--- src/core/phy_adv_defs.svh ---
// Summary of operation
// - remote fault bit 13, read-write, resets 0
// - 100TX full-duplex ability bit 8, resets 1
// - 100 half-duplex ability bit 7, resets 1
// - 10 full-duplex ability bit 6, resets 1
// - 10 half-duplex ability bit 5, resets 1
// - clear ability, restart, negotiate without it
// - bits 14, 12:9 read zero, ignore writes
`ifndef PHY_ADV_DEFS_SVH
`define PHY_ADV_DEFS_SVH

// --------------------------------------------------
// register map
// --------------------------------------------------
`define ADV_REG_OFFS 32'h0000_0000
`define CTRL_REG_OFFS 32'h0000_0004
`define ACTIVE_REG_OFFS 32'h0000_0008

// --------------------------------------------------
// field positions and lanes
// --------------------------------------------------
`define FAULT_POS 13
`define FULL100_POS 8
`define HALF100_POS 7
`define FULL10_POS 6
`define HALF10_POS 5
`define RESTART_POS 9
`define HI_LANE 1
`define LO_LANE 0
`define RSVD_MASK 32'h0000_5e00

// --------------------------------------------------
// reset values and responses
// --------------------------------------------------
`define ADV_RESET 5'h0f
`define ACTIVE_RESET 16'h01e0
`define RESP_OKAY 2'h0
`define RESP_SLVERR 2'h2

`endif

--- src/core/phy_adv_pkg.sv ---
`include "phy_adv_defs.svh"

package phy_adv_pkg;

  typedef struct packed {
    logic remote_fault_adv;
    logic adv_100tx_full;
    logic adv_100_half;
    logic adv_10_full;
    logic adv_10_half;
  } adv_t;

  typedef enum logic [1:0] {
    SEL_ADV = 2'h0,
    SEL_CTRL = 2'h1,
    SEL_ACTIVE = 2'h2,
    SEL_NONE = 2'h3
  } sel_t;

  typedef enum logic {
    WR_COLLECT = 1'b0,
    WR_RESP = 1'b1
  } wr_state_t;

  typedef enum logic {
    RD_IDLE = 1'b0,
    RD_RESP = 1'b1
  } rd_state_t;

  function automatic sel_t reg_sel(logic [31:0] a);
    logic [31:0] w;
    w = {a[31:2], 2'h0};
    if (w == `ADV_REG_OFFS) return SEL_ADV;
    if (w == `CTRL_REG_OFFS) return SEL_CTRL;
    if (w == `ACTIVE_REG_OFFS) return SEL_ACTIVE;
    return SEL_NONE;
  endfunction : reg_sel

  function automatic logic [15:0] adv_to_word(adv_t a);
    logic [15:0] w;
    w = 16'h0000;
    w[`FAULT_POS] = a.remote_fault_adv;
    w[`FULL100_POS] = a.adv_100tx_full;
    w[`HALF100_POS] = a.adv_100_half;
    w[`FULL10_POS] = a.adv_10_full;
    w[`HALF10_POS] = a.adv_10_half;
    return w;
  endfunction : adv_to_word

endpackage : phy_adv_pkg

--- src/core/phy_autoneg_advertise_bits.sv ---
// The implementer's own choices: the placing of the registers and the AXI4-Lite interface to the registers.
`timescale 1ns/1ps
`default_nettype none
`include "phy_adv_defs.svh"

module phy_autoneg_advertise_bits
  import phy_adv_pkg::*;
#(
  parameter int ADDR_W = 8
) (
  input wire logic aclk,
  input wire logic aresetn,
  input wire logic [ADDR_W-1:0] awaddr,
  input wire logic [2:0] awprot,
  input wire logic awvalid,
  output logic awready,
  input wire logic [31:0] wdata,
  input wire logic [3:0] wstrb,
  input wire logic wvalid,
  output logic wready,
  output logic [1:0] bresp,
  output logic bvalid,
  input wire logic bready,
  input wire logic [ADDR_W-1:0] araddr,
  input wire logic [2:0] arprot,
  input wire logic arvalid,
  output logic arready,
  output logic [31:0] rdata,
  output logic [1:0] rresp,
  output logic rvalid,
  input wire logic rready,
  output logic [15:0] adv_word_active,
  output logic restart_negotiation
);

  if (ADDR_W < 4 || ADDR_W > 32) begin : g_chk
    $error("ADDR_W must lie between 4 and 32");
  end

  // --------------------------------------------------
  // write channel
  // --------------------------------------------------
  wr_state_t wr_state_q, wr_state_d;
  logic aw_full_q, aw_full_d;
  logic w_full_q, w_full_d;
  logic [ADDR_W-1:0] aw_addr_q, aw_addr_d;
  logic [31:0] w_data_q, w_data_d;
  logic [3:0] w_strb_q, w_strb_d;
  logic awready_d, wready_d, bvalid_d;
  logic [1:0] bresp_d;
  logic wr_go;
  sel_t wr_sel;

  // address and data are caught separately, in either order
  always_comb begin
    wr_state_d = wr_state_q;
    aw_full_d = aw_full_q;
    w_full_d = w_full_q;
    aw_addr_d = aw_addr_q;
    w_data_d = w_data_q;
    w_strb_d = w_strb_q;
    bvalid_d = bvalid;
    bresp_d = bresp;
    wr_go = 1'b0;
    wr_sel = reg_sel(32'(aw_addr_q));
    case (wr_state_q)
      WR_COLLECT: begin
        if (awvalid && awready) begin
          aw_full_d = 1'b1;
          aw_addr_d = awaddr;
        end
        if (wvalid && wready) begin
          w_full_d = 1'b1;
          w_data_d = wdata;
          w_strb_d = wstrb;
        end
        if (aw_full_q && w_full_q) begin
          wr_go = 1'b1;
          aw_full_d = 1'b0;
          w_full_d = 1'b0;
          bvalid_d = 1'b1;
          bresp_d = (wr_sel == SEL_NONE) ? `RESP_SLVERR : `RESP_OKAY;
          wr_state_d = WR_RESP;
        end
      end
      WR_RESP: begin
        if (bready) begin
          bvalid_d = 1'b0;
          wr_state_d = WR_COLLECT;
        end
      end
      default: begin
        wr_state_d = WR_COLLECT;
      end
    endcase
    awready_d = (wr_state_d == WR_COLLECT) && !aw_full_d;
    wready_d = (wr_state_d == WR_COLLECT) && !w_full_d;
  end

  always_ff @(posedge aclk) begin
    if (!aresetn) begin
      wr_state_q <= WR_COLLECT;
      aw_full_q <= 1'b0;
      w_full_q <= 1'b0;
      aw_addr_q <= '0;
      w_data_q <= 32'h0000_0000;
      w_strb_q <= 4'h0;
      awready <= 1'b0;
      wready <= 1'b0;
      bvalid <= 1'b0;
      bresp <= `RESP_OKAY;
    end else begin
      wr_state_q <= wr_state_d;
      aw_full_q <= aw_full_d;
      w_full_q <= w_full_d;
      aw_addr_q <= aw_addr_d;
      w_data_q <= w_data_d;
      w_strb_q <= w_strb_d;
      awready <= awready_d;
      wready <= wready_d;
      bvalid <= bvalid_d;
      bresp <= bresp_d;
    end
  end

  // --------------------------------------------------
  // register effects
  // --------------------------------------------------
  logic adv_wr;
  logic restart_req;
  adv_t adv_stored;

  assign adv_wr = wr_go && (wr_sel == SEL_ADV);
  // restart bit self-clears: it only ever exists as this pulse
  assign restart_req = wr_go && (wr_sel == SEL_CTRL)
                       && w_strb_q[`HI_LANE] && w_data_q[`RESTART_POS];

  adv_field_reg u_adv (
    .aclk(aclk),
    .aresetn(aresetn),
    .wr_en(adv_wr),
    .wdata(w_data_q),
    .wstrb(w_strb_q),
    .adv_q(adv_stored)
  );

  adv_commit u_commit (
    .aclk(aclk),
    .aresetn(aresetn),
    .restart_req(restart_req),
    .adv_stored(adv_stored),
    .active_q(adv_word_active),
    .restart_q(restart_negotiation)
  );

  // --------------------------------------------------
  // read channel
  // --------------------------------------------------
  rd_state_t rd_state_q, rd_state_d;
  logic arready_d, rvalid_d;
  logic [31:0] rdata_d;
  logic [1:0] rresp_d;
  sel_t rd_sel;

  always_comb begin
    rd_state_d = rd_state_q;
    rvalid_d = rvalid;
    rdata_d = rdata;
    rresp_d = rresp;
    rd_sel = reg_sel(32'(araddr));
    case (rd_state_q)
      RD_IDLE: begin
        if (arvalid && arready) begin
          rvalid_d = 1'b1;
          rresp_d = `RESP_OKAY;
          rd_state_d = RD_RESP;
          case (rd_sel)
            SEL_ADV: rdata_d = {16'h0000, adv_to_word(adv_stored)};
            SEL_ACTIVE: rdata_d = {16'h0000, adv_word_active};
            SEL_CTRL: rdata_d = 32'h0000_0000;
            default: begin
              rdata_d = 32'h0000_0000;
              rresp_d = `RESP_SLVERR;
            end
          endcase
        end
      end
      RD_RESP: begin
        if (rready) begin
          rvalid_d = 1'b0;
          rd_state_d = RD_IDLE;
        end
      end
      default: begin
        rd_state_d = RD_IDLE;
      end
    endcase
    arready_d = (rd_state_d == RD_IDLE);
  end

  always_ff @(posedge aclk) begin
    if (!aresetn) begin
      rd_state_q <= RD_IDLE;
      arready <= 1'b0;
      rvalid <= 1'b0;
      rdata <= 32'h0000_0000;
      rresp <= `RESP_OKAY;
    end else begin
      rd_state_q <= rd_state_d;
      arready <= arready_d;
      rvalid <= rvalid_d;
      rdata <= rdata_d;
      rresp <= rresp_d;
    end
  end

  logic wr_hi, wr_lo;
  assign wr_hi = adv_wr && w_strb_q[`HI_LANE];
  assign wr_lo = adv_wr && w_strb_q[`LO_LANE];
endmodule : phy_autoneg_advertise_bits
`default_nettype wire

--- src/core/adv_field_reg.sv ---
`timescale 1ns/1ps
`default_nettype none
`include "phy_adv_defs.svh"

module adv_field_reg
  import phy_adv_pkg::*;
(
  input wire logic aclk,
  input wire logic aresetn,
  input wire logic wr_en,
  input wire logic [31:0] wdata,
  input wire logic [3:0] wstrb,
  output var adv_t adv_q
);

  adv_t adv_d;

  // reserved bits have no storage, so writes to them vanish
  always_comb begin
    adv_d = adv_q;
    if (wr_en && wstrb[`HI_LANE]) begin
      adv_d.remote_fault_adv = wdata[`FAULT_POS];
      adv_d.adv_100tx_full = wdata[`FULL100_POS];
    end
    if (wr_en && wstrb[`LO_LANE]) begin
      adv_d.adv_100_half = wdata[`HALF100_POS];
      adv_d.adv_10_full = wdata[`FULL10_POS];
      adv_d.adv_10_half = wdata[`HALF10_POS];
    end
  end

  always_ff @(posedge aclk) begin
    if (!aresetn) begin
      adv_q <= `ADV_RESET;
    end else begin
      adv_q <= adv_d;
    end
  end

endmodule : adv_field_reg
`default_nettype wire

--- src/core/adv_commit.sv ---
`timescale 1ns/1ps
`default_nettype none
`include "phy_adv_defs.svh"

module adv_commit
  import phy_adv_pkg::*;
(
  input wire logic aclk,
  input wire logic aresetn,
  input wire logic restart_req,
  input wire adv_t adv_stored,
  output logic [15:0] active_q,
  output logic restart_q
);

  logic [15:0] active_d;
  logic restart_d;

  // the negotiation engine sees only this copy
  always_comb begin
    active_d = active_q;
    restart_d = restart_req;
    if (restart_req) begin
      active_d = adv_to_word(adv_stored);
    end
  end

  always_ff @(posedge aclk) begin
    if (!aresetn) begin
      active_q <= `ACTIVE_RESET;
      restart_q <= 1'b0;
    end else begin
      active_q <= active_d;
      restart_q <= restart_d;
    end
  end

endmodule : adv_commit
`default_nettype wire

--- config.mk ---
export PLATFORM = sky130hd
export DESIGN_NAME = phy_autoneg_advertise_bits
export DESIGN_NICKNAME = d
export VERILOG_FILES = /design/src/core/phy_adv_pkg.sv /design/src/core/phy_autoneg_advertise_bits.sv /design/src/core/adv_field_reg.sv /design/src/core/adv_commit.sv
export VERILOG_INCLUDE_DIRS = /design/src /design/src/core
export SDC_FILE = /design/constraint.sdc
export NUM_CORES = 1
export LEC_CHECK = 0
export BUFFER_PORTS_ARGS = -buffer_cell sky130_fd_sc_hd__buf_4
export CAP_MARGIN = 10
export CORE_UTILIZATION = 50
export DETAILED_ROUTE_END_ITERATION = 10
export PLACE_DENSITY = 0.88
export SLEW_MARGIN = 30
export SYNTH_ARGS = -nofsm -noshare
export SYNTH_HDL_FRONTEND = slang
export SYNTH_HIERARCHICAL = 1
export SYNTH_SLANG_ARGS = --single-unit
--- constraint.sdc ---
create_clock -name aclk -period 2.15 [get_ports aclk]
set_input_delay 0.43 -clock aclk [delete_from_list [all_inputs] [get_ports aclk]]
set_output_delay 0.43 -clock aclk [all_outputs]
set_load 0.03 [all_outputs]
==> results of run 1 <==
==> worst max path at each step <==
stage                      start                   end  slack, ns
finish              aw_addr_q[6]  u_commit/active_q[7]       0.42
floorplan           aw_addr_q[6]        u_adv/adv_q[0]       0.29
CTS                 aw_addr_q[6]  u_commit/active_q[7]       0.41
detailed placement  aw_addr_q[6]  u_commit/active_q[6]       0.44
global placement    aw_addr_q[6]  u_commit/active_q[5]       0.44
global route        aw_addr_q[6]  u_commit/active_q[5]       0.24
==> state kept, by name (all words and copies together) (netlist names), 2 cells and up <==
name / cells
u_commit/active_q: 5
u_adv/adv_q: 5
w_strb_q: 2
w_data_q: 6
rdata: 16
aw_addr_q: 6
==> through the flow <==
step / total power [W] / hold WS (ns)
after global routing: 0.00184 / 0.369
final: 0.00175 / 0.381
after detailed placement: 0.00126 / 0.453
after global placement: 0.00126 / 0.445
after floorplan: 0.00124 / 0.422
after CTS: 0.00178 / 0.363
==> worst min-delay path, delay by kind of cell <==
family	cells	cell delay, ns
buf+inv	1	0.11
compound gates	1	0.06
simple gates	1	0.04
==> area by class of cell <==
| cell class | count | share of cell area |
|---|---|---|
| sequential | 52 | 0.406 |
| multi-input combinational | 150 | 0.365 |
| timing repair buffer | 57 | 0.167 |
| clock buffer | 6 | 0.0283 |
| tap | 50 | 0.0244 |
| inverter | 5 | 0.00732 |
| clock inverter | 1 | 0.00195 |
==> power groups by stage <==
stage | Sequential (W) | Combinational, W | Clock (W)
floorplan | 0.00105 | 0.000192 | 0
global placement | 0.00103 | 0.000227 | 0
detailed placement | 0.00103 | 0.000231 | 0
CTS | 0.00101 | 0.000232 | 0.000535
global route | 0.00101 | 0.000252 | 0.000577
finish | 0.00101 | 0.000231 | 0.000506
==> routing by layer <==
metal / track usage / vias to the layer above
met5: 0 / -
met4: 0.0859 / 0
met3: 0.0683 / 6
met2: 0.325 / 57
met1: 0.185 / 702
li1: - / 793
==> report_table.html, run 1 <==
<table>
<tr><th>Metric</th><th>Value</th></tr>
<tr><th colspan="2">Critical path</th></tr>
<tr><td>Worst path cell trace</td><td>or4_4 -&gt; nor4_1 -&gt; buf_4 -&gt; mux2i_1 -&gt; nand2_1</td></tr>
<tr><td>Launch point of the worst reg-to-reg path</td><td>aw_addr_q[6]</td></tr>
<tr><td>Largest fanout on the critical path</td><td>6</td></tr>
<tr><td>Critical path launch point type</td><td>flip-flop</td></tr>
<tr><td>Worst endpoint data arrival time</td><td>1.91 ns</td></tr>
<tr><td>Largest stage delay on the critical path</td><td>0.55 ns</td></tr>
<tr><td>Category of the most critical setup path</td><td>reg -&gt; reg</td></tr>
<tr><td>Endpoint of the most critical register-to-register path</td><td>u_commit/active_q[7]</td></tr>
<tr><td>Number of cells on the worst reg-to-reg path</td><td>5</td></tr>
<tr><td>Reg-to-reg slack, setup</td><td>0.42 ns</td></tr>
<tr><td>Worst Path Buf+Inv</td><td>1</td></tr>
<tr><td>CP max stage cell</td><td>sky130_fd_sc_hd__or4_4</td></tr>
<tr><td>Number of gates on the worst path with buffers counted</td><td>5</td></tr>
<tr><td>Capturing element type of the critical path</td><td>flip-flop</td></tr>
<tr><td>CP delay by family, top</td><td>simple AND/OR/NAND/NOR gates</td></tr>
<tr><td>Data required time at the worst endpoint</td><td>2.33 ns</td></tr>
<tr><th colspan="2">Timing</th></tr>
<tr><td>Maximum clock frequency</td><td>578 MHz</td></tr>
<tr><td>Post-layout min period</td><td>1.73 ns</td></tr>
<tr><td>Slew at the pin closest to its max-slew limit</td><td>0.577 ns</td></tr>
<tr><td>Worst Setup Slack, final</td><td>0.419 ns</td></tr>
<tr><td>RSZ-0062 raised after global routing</td><td>no</td></tr>
<tr><td>Worst clock skew</td><td>0.00305 ns</td></tr>
<tr><td>Slew headroom</td><td>0.615</td></tr>
<tr><td>Number of hold-slack violations in the final timing report</td><td>0</td></tr>
<tr><td>Final number of setup-violating endpoints</td><td>0</td></tr>
<tr><td>Final-layout setup total negative slack</td><td>0 ns</td></tr>
<tr><td>Share of the cycle needed by the critical path after routing</td><td>0.805</td></tr>
<tr><td>Final slew viol count</td><td>0</td></tr>
<tr><th colspan="2">Logic synthesis</th></tr>
<tr><td>Post-synthesis cell area</td><td>0.00220 mm^2</td></tr>
<tr><td>Synth Warn #</td><td>6</td></tr>
<tr><td>Mean Syn Cell Area</td><td>9.77 um^2</td></tr>
<tr><td>Cells after Synth</td><td>225</td></tr>
<tr><th colspan="2">Global routing</th></tr>
<tr><td>Via count of the first global-routing pass</td><td>1489</td></tr>
<tr><td>Total GRT Usage</td><td>0.182</td></tr>
<tr><td>GRT overflow</td><td>0</td></tr>
<tr><td>Number of antenna violations at the first check in global routing</td><td>0</td></tr>
<tr><td>Maximum number of pins on one net before global-route repair</td><td>39</td></tr>
<tr><td>First-pass GRT wire length</td><td>6.16 mm</td></tr>
<tr><th colspan="2">CTS</th></tr>
<tr><td>Total clock buffers created by CTS</td><td>5</td></tr>
<tr><td>Clock network latency to the later pin of the worst-skew pair</td><td>0.30 ns</td></tr>
<tr><td>Clk pin slew, worst setup/hold paths</td><td>0.08 ns</td></tr>
<tr><td>Maximum buffer depth of the clock tree</td><td>2</td></tr>
<tr><td>TritonCTS clock tree</td><td>done</td></tr>
<tr><td>Total of cells resized after clock tree synthesis</td><td>0</td></tr>
<tr><td>Hold_buf cts</td><td>0</td></tr>
<tr><td>Root Buffer Master</td><td>sky130_fd_sc_hd__clkbuf_8</td></tr>
<tr><td>Clock sink total</td><td>52</td></tr>
<tr><td>Setup bufs post-CTS</td><td>0</td></tr>
<tr><td>Number of H-tree levels</td><td>2</td></tr>
<tr><th colspan="2">Placement</th></tr>
<tr><td>Final GP Congestion</td><td>0.703</td></tr>
<tr><td>Worst slack, placed</td><td>0.441 ns</td></tr>
<tr><td>Half-perimeter wire length after detailed placement</td><td>2.86 mm</td></tr>
<tr><td>Cell area after placement</td><td>0.00248 mm^2</td></tr>
<tr><td>Number of placed cells counting well taps</td><td>314</td></tr>
<tr><td>Number of port buffers</td><td>55</td></tr>
<tr><th colspan="2">Floorplanning</th></tr>
<tr><td>Chip Width</td><td>68.3 um</td></tr>
<tr><td>Chip height</td><td>68.3 um</td></tr>
<tr><td>Area enclosed by the die boundary</td><td>0.00467 mm^2</td></tr>
<tr><td>Starting utilization of the core area</td><td>0.534</td></tr>
<tr><td>Cell row count</td><td>23</td></tr>
<tr><td>Placeable Area</td><td>0.00412 mm^2</td></tr>
<tr><td>I/O pins</td><td>123</td></tr>
<tr><th colspan="2">Pwr</th></tr>
<tr><td>Combinational Power Share</td><td>0.133</td></tr>
<tr><td>Portion of total power attributed to sequential cells</td><td>0.578</td></tr>
<tr><td>Peak supply drop</td><td>0.413 mV</td></tr>
<tr><td>Areal power density over the cells</td><td>681 mW/mm^2</td></tr>
<tr><td>Power spent charging and discharging nets</td><td>0.000455 W</td></tr>
<tr><td>Fraction of power consumed by the clock network</td><td>0.290</td></tr>
<tr><td>Switching Fraction</td><td>0.261</td></tr>
<tr><td>Leak pwr</td><td>1.17 nW</td></tr>
<tr><td>Cell-internal power</td><td>0.00129 W</td></tr>
<tr><th colspan="2">Min path</th></tr>
<tr><td>Worst hold path cell count</td><td>3</td></tr>
<tr><td>End of the worst hold path</td><td>w_data_q[13]</td></tr>
<tr><td>Class of the worst hold path</td><td>in -&gt; reg</td></tr>
<tr><td>Worst min-delay path startpoint</td><td>wdata[13]</td></tr>
<tr><th colspan="2">Cells and area</th></tr>
<tr><td>Commonest non-fill, non-tap cell in the layout</td><td>sky130_fd_sc_hd__buf_4</td></tr>
<tr><td>Layout area overhead</td><td>16.6%</td></tr>
<tr><td>Total Nets Final</td><td>336</td></tr>
<tr><td>Fraction of layout cells with a size suffix above 1</td><td>0.255</td></tr>
<tr><td>Number of filler cells placed in the layout</td><td>383</td></tr>
<tr><td>Leading cell types in the layout, fill and taps excluded</td><td>sky130_fd_sc_hd__buf_4, sky130_fd_sc_hd__dfxtp_1, sky130_fd_sc_hd__conb_1, sky130_fd_sc_hd__nand2_1, sky130_fd_sc_hd__mux2i_1</td></tr>
<tr><td>Multi-input combinational cell area</td><td>935 um^2</td></tr>
<tr><td>Core occupancy in the finished layout</td><td>0.623</td></tr>
<tr><td>Storage element area</td><td>0.00104 mm^2</td></tr>
<tr><td>Design Area, Final</td><td>0.00256 mm^2</td></tr>
<tr><td>Final antenna diode count</td><td>0</td></tr>
<tr><td>Fin cells</td><td>321</td></tr>
<tr><th colspan="2">Routing</th></tr>
<tr><td>DRC violations left</td><td>0</td></tr>
<tr><td>Met2 routed wirelength</td><td>1.83 mm</td></tr>
<tr><td>Routed length on met3</td><td>298 um</td></tr>
<tr><td>Detailed-routing iteration count for the pre-antenna-repair pass</td><td>4</td></tr>
<tr><td>Vias post-DR</td><td>1558</td></tr>
<tr><td>Post-DR wirelength/cell</td><td>11.9 um</td></tr>
<tr><td>Number of antenna-violating nets in the routed design</td><td>0</td></tr>
<tr><td>Iter 0 DRT Violations</td><td>56</td></tr>
<tr><td>Routed metal-1 wire length</td><td>1.64 mm</td></tr>
<tr><td>Highest signal layer in the routed design</td><td>met4</td></tr>
<tr><td>Wire length reported by the detailed router</td><td>3.84 mm</td></tr>
<tr><td>Routed via count divided by cell count</td><td>4.85</td></tr>
<tr><th colspan="2">Flow run</th></tr>
<tr><td>Reported max-cap violation count</td><td>0</td></tr>
<tr><th colspan="2">Run status</th></tr>
<tr><td>Outcome</td><td>finished, final reports clean</td></tr>
</table>
(Power assumes the default switching activity.)
==> run 2: changes to the inputs <==
- clock period: 2.15 -> 1.7 ns (I/O delays scaled with it)
==> run 2 against run 1 <==
Compared with the run above:
- via count up 1.3%
- combinational power up 29%
- cell count up 0.62%
- sequential share of layout area down 0.60 points
- register-to-register slack worse by 0.34 ns
- maximum frequency up 7.0%
- non-clock buffer count up 2
- first-iteration DRC count down 11%
- sequential power up 27%
- clock power up 28%
- power up 28%
- largest cell class unchanged
==> report_table.html, run 2 (synthesis gave the netlist of run 1 again) <==
<table>
<tr><th>Metric</th><th>Value</th></tr>
<tr><th colspan="2">Placement</th></tr>
<tr><td>Cell area after placement</td><td>0.00251 mm^2</td></tr>
<tr><td>Half-perimeter wire length after detailed placement</td><td>2.84 mm</td></tr>
<tr><td>Final GP Congestion</td><td>0.702</td></tr>
<tr><td>Worst slack, placed</td><td>-0.0102 ns</td></tr>
<tr><td>Number of port buffers</td><td>55</td></tr>
<tr><th colspan="2">Timing</th></tr>
<tr><td>Final Hold Slack</td><td>0.293 ns</td></tr>
<tr><td>Worst Setup Slack, final</td><td>0.0816 ns</td></tr>
<tr><td>Post-layout min period</td><td>1.62 ns</td></tr>
<tr><td>Final number of setup-violating endpoints</td><td>0</td></tr>
<tr><td>RSZ-0062 raised after global routing</td><td>yes</td></tr>
<tr><td>Number of hold-slack violations in the final timing report</td><td>0</td></tr>
<tr><td>Slew at the pin closest to its max-slew limit</td><td>0.558 ns</td></tr>
<tr><td>Worst clock skew</td><td>0.00309 ns</td></tr>
<tr><td>Final-layout setup total negative slack</td><td>0 ns</td></tr>
<tr><td>Final slew viol count</td><td>0</td></tr>
<tr><td>Maximum clock frequency</td><td>618 MHz</td></tr>
<tr><td>Share of the cycle needed by the critical path after routing</td><td>0.952</td></tr>
<tr><td>Slew headroom</td><td>0.628</td></tr>
<tr><th colspan="2">CTS</th></tr>
<tr><td>Clock network latency to the later pin of the worst-skew pair</td><td>0.30 ns</td></tr>
<tr><td>Total clock buffers created by CTS</td><td>5</td></tr>
<tr><td>TritonCTS clock tree</td><td>done</td></tr>
<tr><td>Root Buffer Master</td><td>sky130_fd_sc_hd__clkbuf_8</td></tr>
<tr><td>Clk pin slew, worst setup/hold paths</td><td>0.09 ns</td></tr>
<tr><td>Clock sink total</td><td>52</td></tr>
<tr><td>Maximum buffer depth of the clock tree</td><td>2</td></tr>
<tr><td>Number of H-tree levels</td><td>2</td></tr>
<tr><td>Hold_buf cts</td><td>0</td></tr>
<tr><td>Setup bufs post-CTS</td><td>0</td></tr>
<tr><th colspan="2">Routing</th></tr>
<tr><td>Iter 0 DRT Violations</td><td>50</td></tr>
<tr><td>Vias post-DR</td><td>1578</td></tr>
<tr><td>Routed via count divided by cell count</td><td>4.89</td></tr>
<tr><td>Wire length reported by the detailed router</td><td>3.91 mm</td></tr>
<tr><td>Detailed-routing iteration count for the pre-antenna-repair pass</td><td>4</td></tr>
<tr><td>Number of antenna-violating nets in the routed design</td><td>0</td></tr>
<tr><td>Post-DR wirelength/cell</td><td>12.1 um</td></tr>
<tr><td>DRC violations left</td><td>0</td></tr>
<tr><th colspan="2">Pwr</th></tr>
<tr><td>Combinational Power Share</td><td>0.134</td></tr>
<tr><td>Portion of total power attributed to sequential cells</td><td>0.574</td></tr>
<tr><td>Cell-internal power</td><td>0.00164 W</td></tr>
<tr><td>Peak supply drop</td><td>0.532 mV</td></tr>
<tr><td>Areal power density over the cells</td><td>855 mW/mm^2</td></tr>
<tr><td>Switching Fraction</td><td>0.265</td></tr>
<tr><td>Fraction of power consumed by the clock network</td><td>0.292</td></tr>
<tr><td>Total power</td><td>0.00223 W</td></tr>
<tr><td>Power spent charging and discharging nets</td><td>0.000590 W</td></tr>
<tr><td>Leak pwr</td><td>1.18 nW</td></tr>
<tr><th colspan="2">Critical path</th></tr>
<tr><td>CP max stage cell</td><td>sky130_fd_sc_hd__or4_4</td></tr>
<tr><td>Capturing element type of the critical path</td><td>flip-flop</td></tr>
<tr><td>CP delay by family, top</td><td>simple AND/OR/NAND/NOR gates</td></tr>
<tr><td>Critical path launch point type</td><td>flip-flop</td></tr>
<tr><td>Worst path cell trace</td><td>or4_4 -&gt; nor4_4 -&gt; buf_6 -&gt; mux2i_1 -&gt; nand2_1</td></tr>
<tr><td>Worst Path Buf+Inv</td><td>1</td></tr>
<tr><td>Launch point of the worst reg-to-reg path</td><td>aw_addr_q[7]</td></tr>
<tr><td>Worst endpoint data arrival time</td><td>1.80 ns</td></tr>
<tr><td>Launching instance or port of the critical path</td><td>aw_addr_q[7]</td></tr>
<tr><td>Data required time at the worst endpoint</td><td>1.88 ns</td></tr>
<tr><td>Largest stage delay on the critical path</td><td>0.57 ns</td></tr>
<tr><td>Category of the most critical setup path</td><td>reg -&gt; reg</td></tr>
<tr><td>Largest fanout on the critical path</td><td>6</td></tr>
<tr><th colspan="2">Global routing</th></tr>
<tr><td>Via count of the first global-routing pass</td><td>1365</td></tr>
<tr><td>GRT overflow</td><td>0</td></tr>
<tr><td>First-pass GRT wire length</td><td>6.02 mm</td></tr>
<tr><td>Number of antenna violations at the first check in global routing</td><td>0</td></tr>
<tr><td>Total GRT Usage</td><td>0.177</td></tr>
<tr><td>Maximum number of pins on one net before global-route repair</td><td>31</td></tr>
<tr><th colspan="2">Floorplanning</th></tr>
<tr><td>Area enclosed by the die boundary</td><td>0.00467 mm^2</td></tr>
<tr><td>Chip height</td><td>68.3 um</td></tr>
<tr><td>Placeable Area</td><td>0.00412 mm^2</td></tr>
<tr><td>Starting utilization of the core area</td><td>0.534</td></tr>
<tr><td>I/O pins</td><td>123</td></tr>
<tr><td>Cell row count</td><td>23</td></tr>
<tr><td>Chip Width</td><td>68.3 um</td></tr>
<tr><th colspan="2">Cells and area</th></tr>
<tr><td>Final antenna diode count</td><td>0</td></tr>
<tr><td>Total Nets Final</td><td>338</td></tr>
<tr><td>Layout area overhead</td><td>18.4%</td></tr>
<tr><td>Number of flip-flops in the largest register</td><td>16</td></tr>
<tr><td>Fraction of layout cells with a size suffix above 1</td><td>0.271</td></tr>
<tr><td>Design Area, Final</td><td>0.00260 mm^2</td></tr>
<tr><td>Commonest non-fill, non-tap cell in the layout</td><td>sky130_fd_sc_hd__buf_4</td></tr>
<tr><td>Number of filler cells placed in the layout</td><td>367</td></tr>
<tr><td>Multi-input combinational cell area</td><td>956 um^2</td></tr>
<tr><td>Leading cell types in the layout, fill and taps excluded</td><td>sky130_fd_sc_hd__buf_4, sky130_fd_sc_hd__dfxtp_1, sky130_fd_sc_hd__conb_1, sky130_fd_sc_hd__nand2_1, sky130_fd_sc_hd__mux2i_1</td></tr>
<tr><td>Register bank with the most flops</td><td>rdata</td></tr>
<tr><td>Regs by FF count</td><td>rdata (16), aw_addr_q (6), w_data_q (6)</td></tr>
<tr><td>Storage element area</td><td>0.00104 mm^2</td></tr>
<tr><th colspan="2">Min path</th></tr>
<tr><td>Worst min-delay path startpoint</td><td>wdata[7]</td></tr>
<tr><td>Class of the worst hold path</td><td>in -&gt; reg</td></tr>
<tr><th colspan="2">Run status</th></tr>
<tr><td>Outcome</td><td>finished, final reports clean</td></tr>
<tr><th colspan="2">Flow run</th></tr>
<tr><td>Reported max-cap violation count</td><td>0</td></tr>
</table>
-- run 2: cell types whose count changed in the layout (fill, tap and decap cells not counted) --
cell                      before  now
sky130_fd_sc_hd__buf_4        57   58
sky130_fd_sc_hd__buf_6         0    1
sky130_fd_sc_hd__dfxtp_1      52   51
sky130_fd_sc_hd__dfxtp_2       0    1
sky130_fd_sc_hd__nor4_1        2    0
sky130_fd_sc_hd__nor4_2        1    2
sky130_fd_sc_hd__nor4_4        0    1
-- run 2: final timing paths --
| path | end | slack (ns) | cells after the start |
|---|---|---|---|
| setup reg to reg | u_commit/active_q[5] | 0.08 | 5 |
| hold reg to reg | wready | 0.47 | 1 |
| hold / removal | w_data_q[7] | 0.29 | 3 |
| setup / recovery | u_commit/active_q[5] | 0.08 | 5 |
-- run 2: repair_timing --
item	4_1_cts	5_1_grt
pin swaps	0	2
setup endpoints to repair	5	5
gates resized for setup	1	3
-- run 2: final cells by class --
type                    count  share of cell area
well taps                  50              0.0240
repair buffers             59               0.172
inverters                   5             0.00721
multi-input cells         150               0.367
clock buffers               6              0.0279
clock inverters             1             0.00192
flip-flops and latches     52               0.400
-- run 2: power by group through the flow --
stage,Sequential [W],Combinational (W),Clock [W]
4_1_cts,0.00128,0.000298,0.000669
3_5_place_dp,0.00131,0.000295,0
2_1_floorplan,0.00132,0.000244,0
6_report,0.00128,0.000299,0.000650
3_3_place_gp,0.00130,0.000291,0
5_1_grt,0.00128,0.000325,0.000739
-- run 2: layer usage --
metal / global-route usage / share of wire / vias up
li1: - / - / 800
met1: 0.184 / 0.44 / 712
met2: 0.325 / 0.48 / 59
met3: 0.0533 / 0.066 / 7
met4: 0.0781 / 0.015 / 0
met5: 0 / 0 / -
-- run 2: worst min-delay path: cells and delay by family --
kind,cells,cell delay (ns)
compound gates,1,0.06
buf+inv,1,0.11
simple gates,1,0.04
-- run 2: per-stage QoR --
stage | util | cells
CTS | 0.629 | 323
detailed placement | 0.609 | 316
finish | 0.633 | 323
floorplan | - | 252
global route | 0.633 | 323
global placement | 0.609 | 316
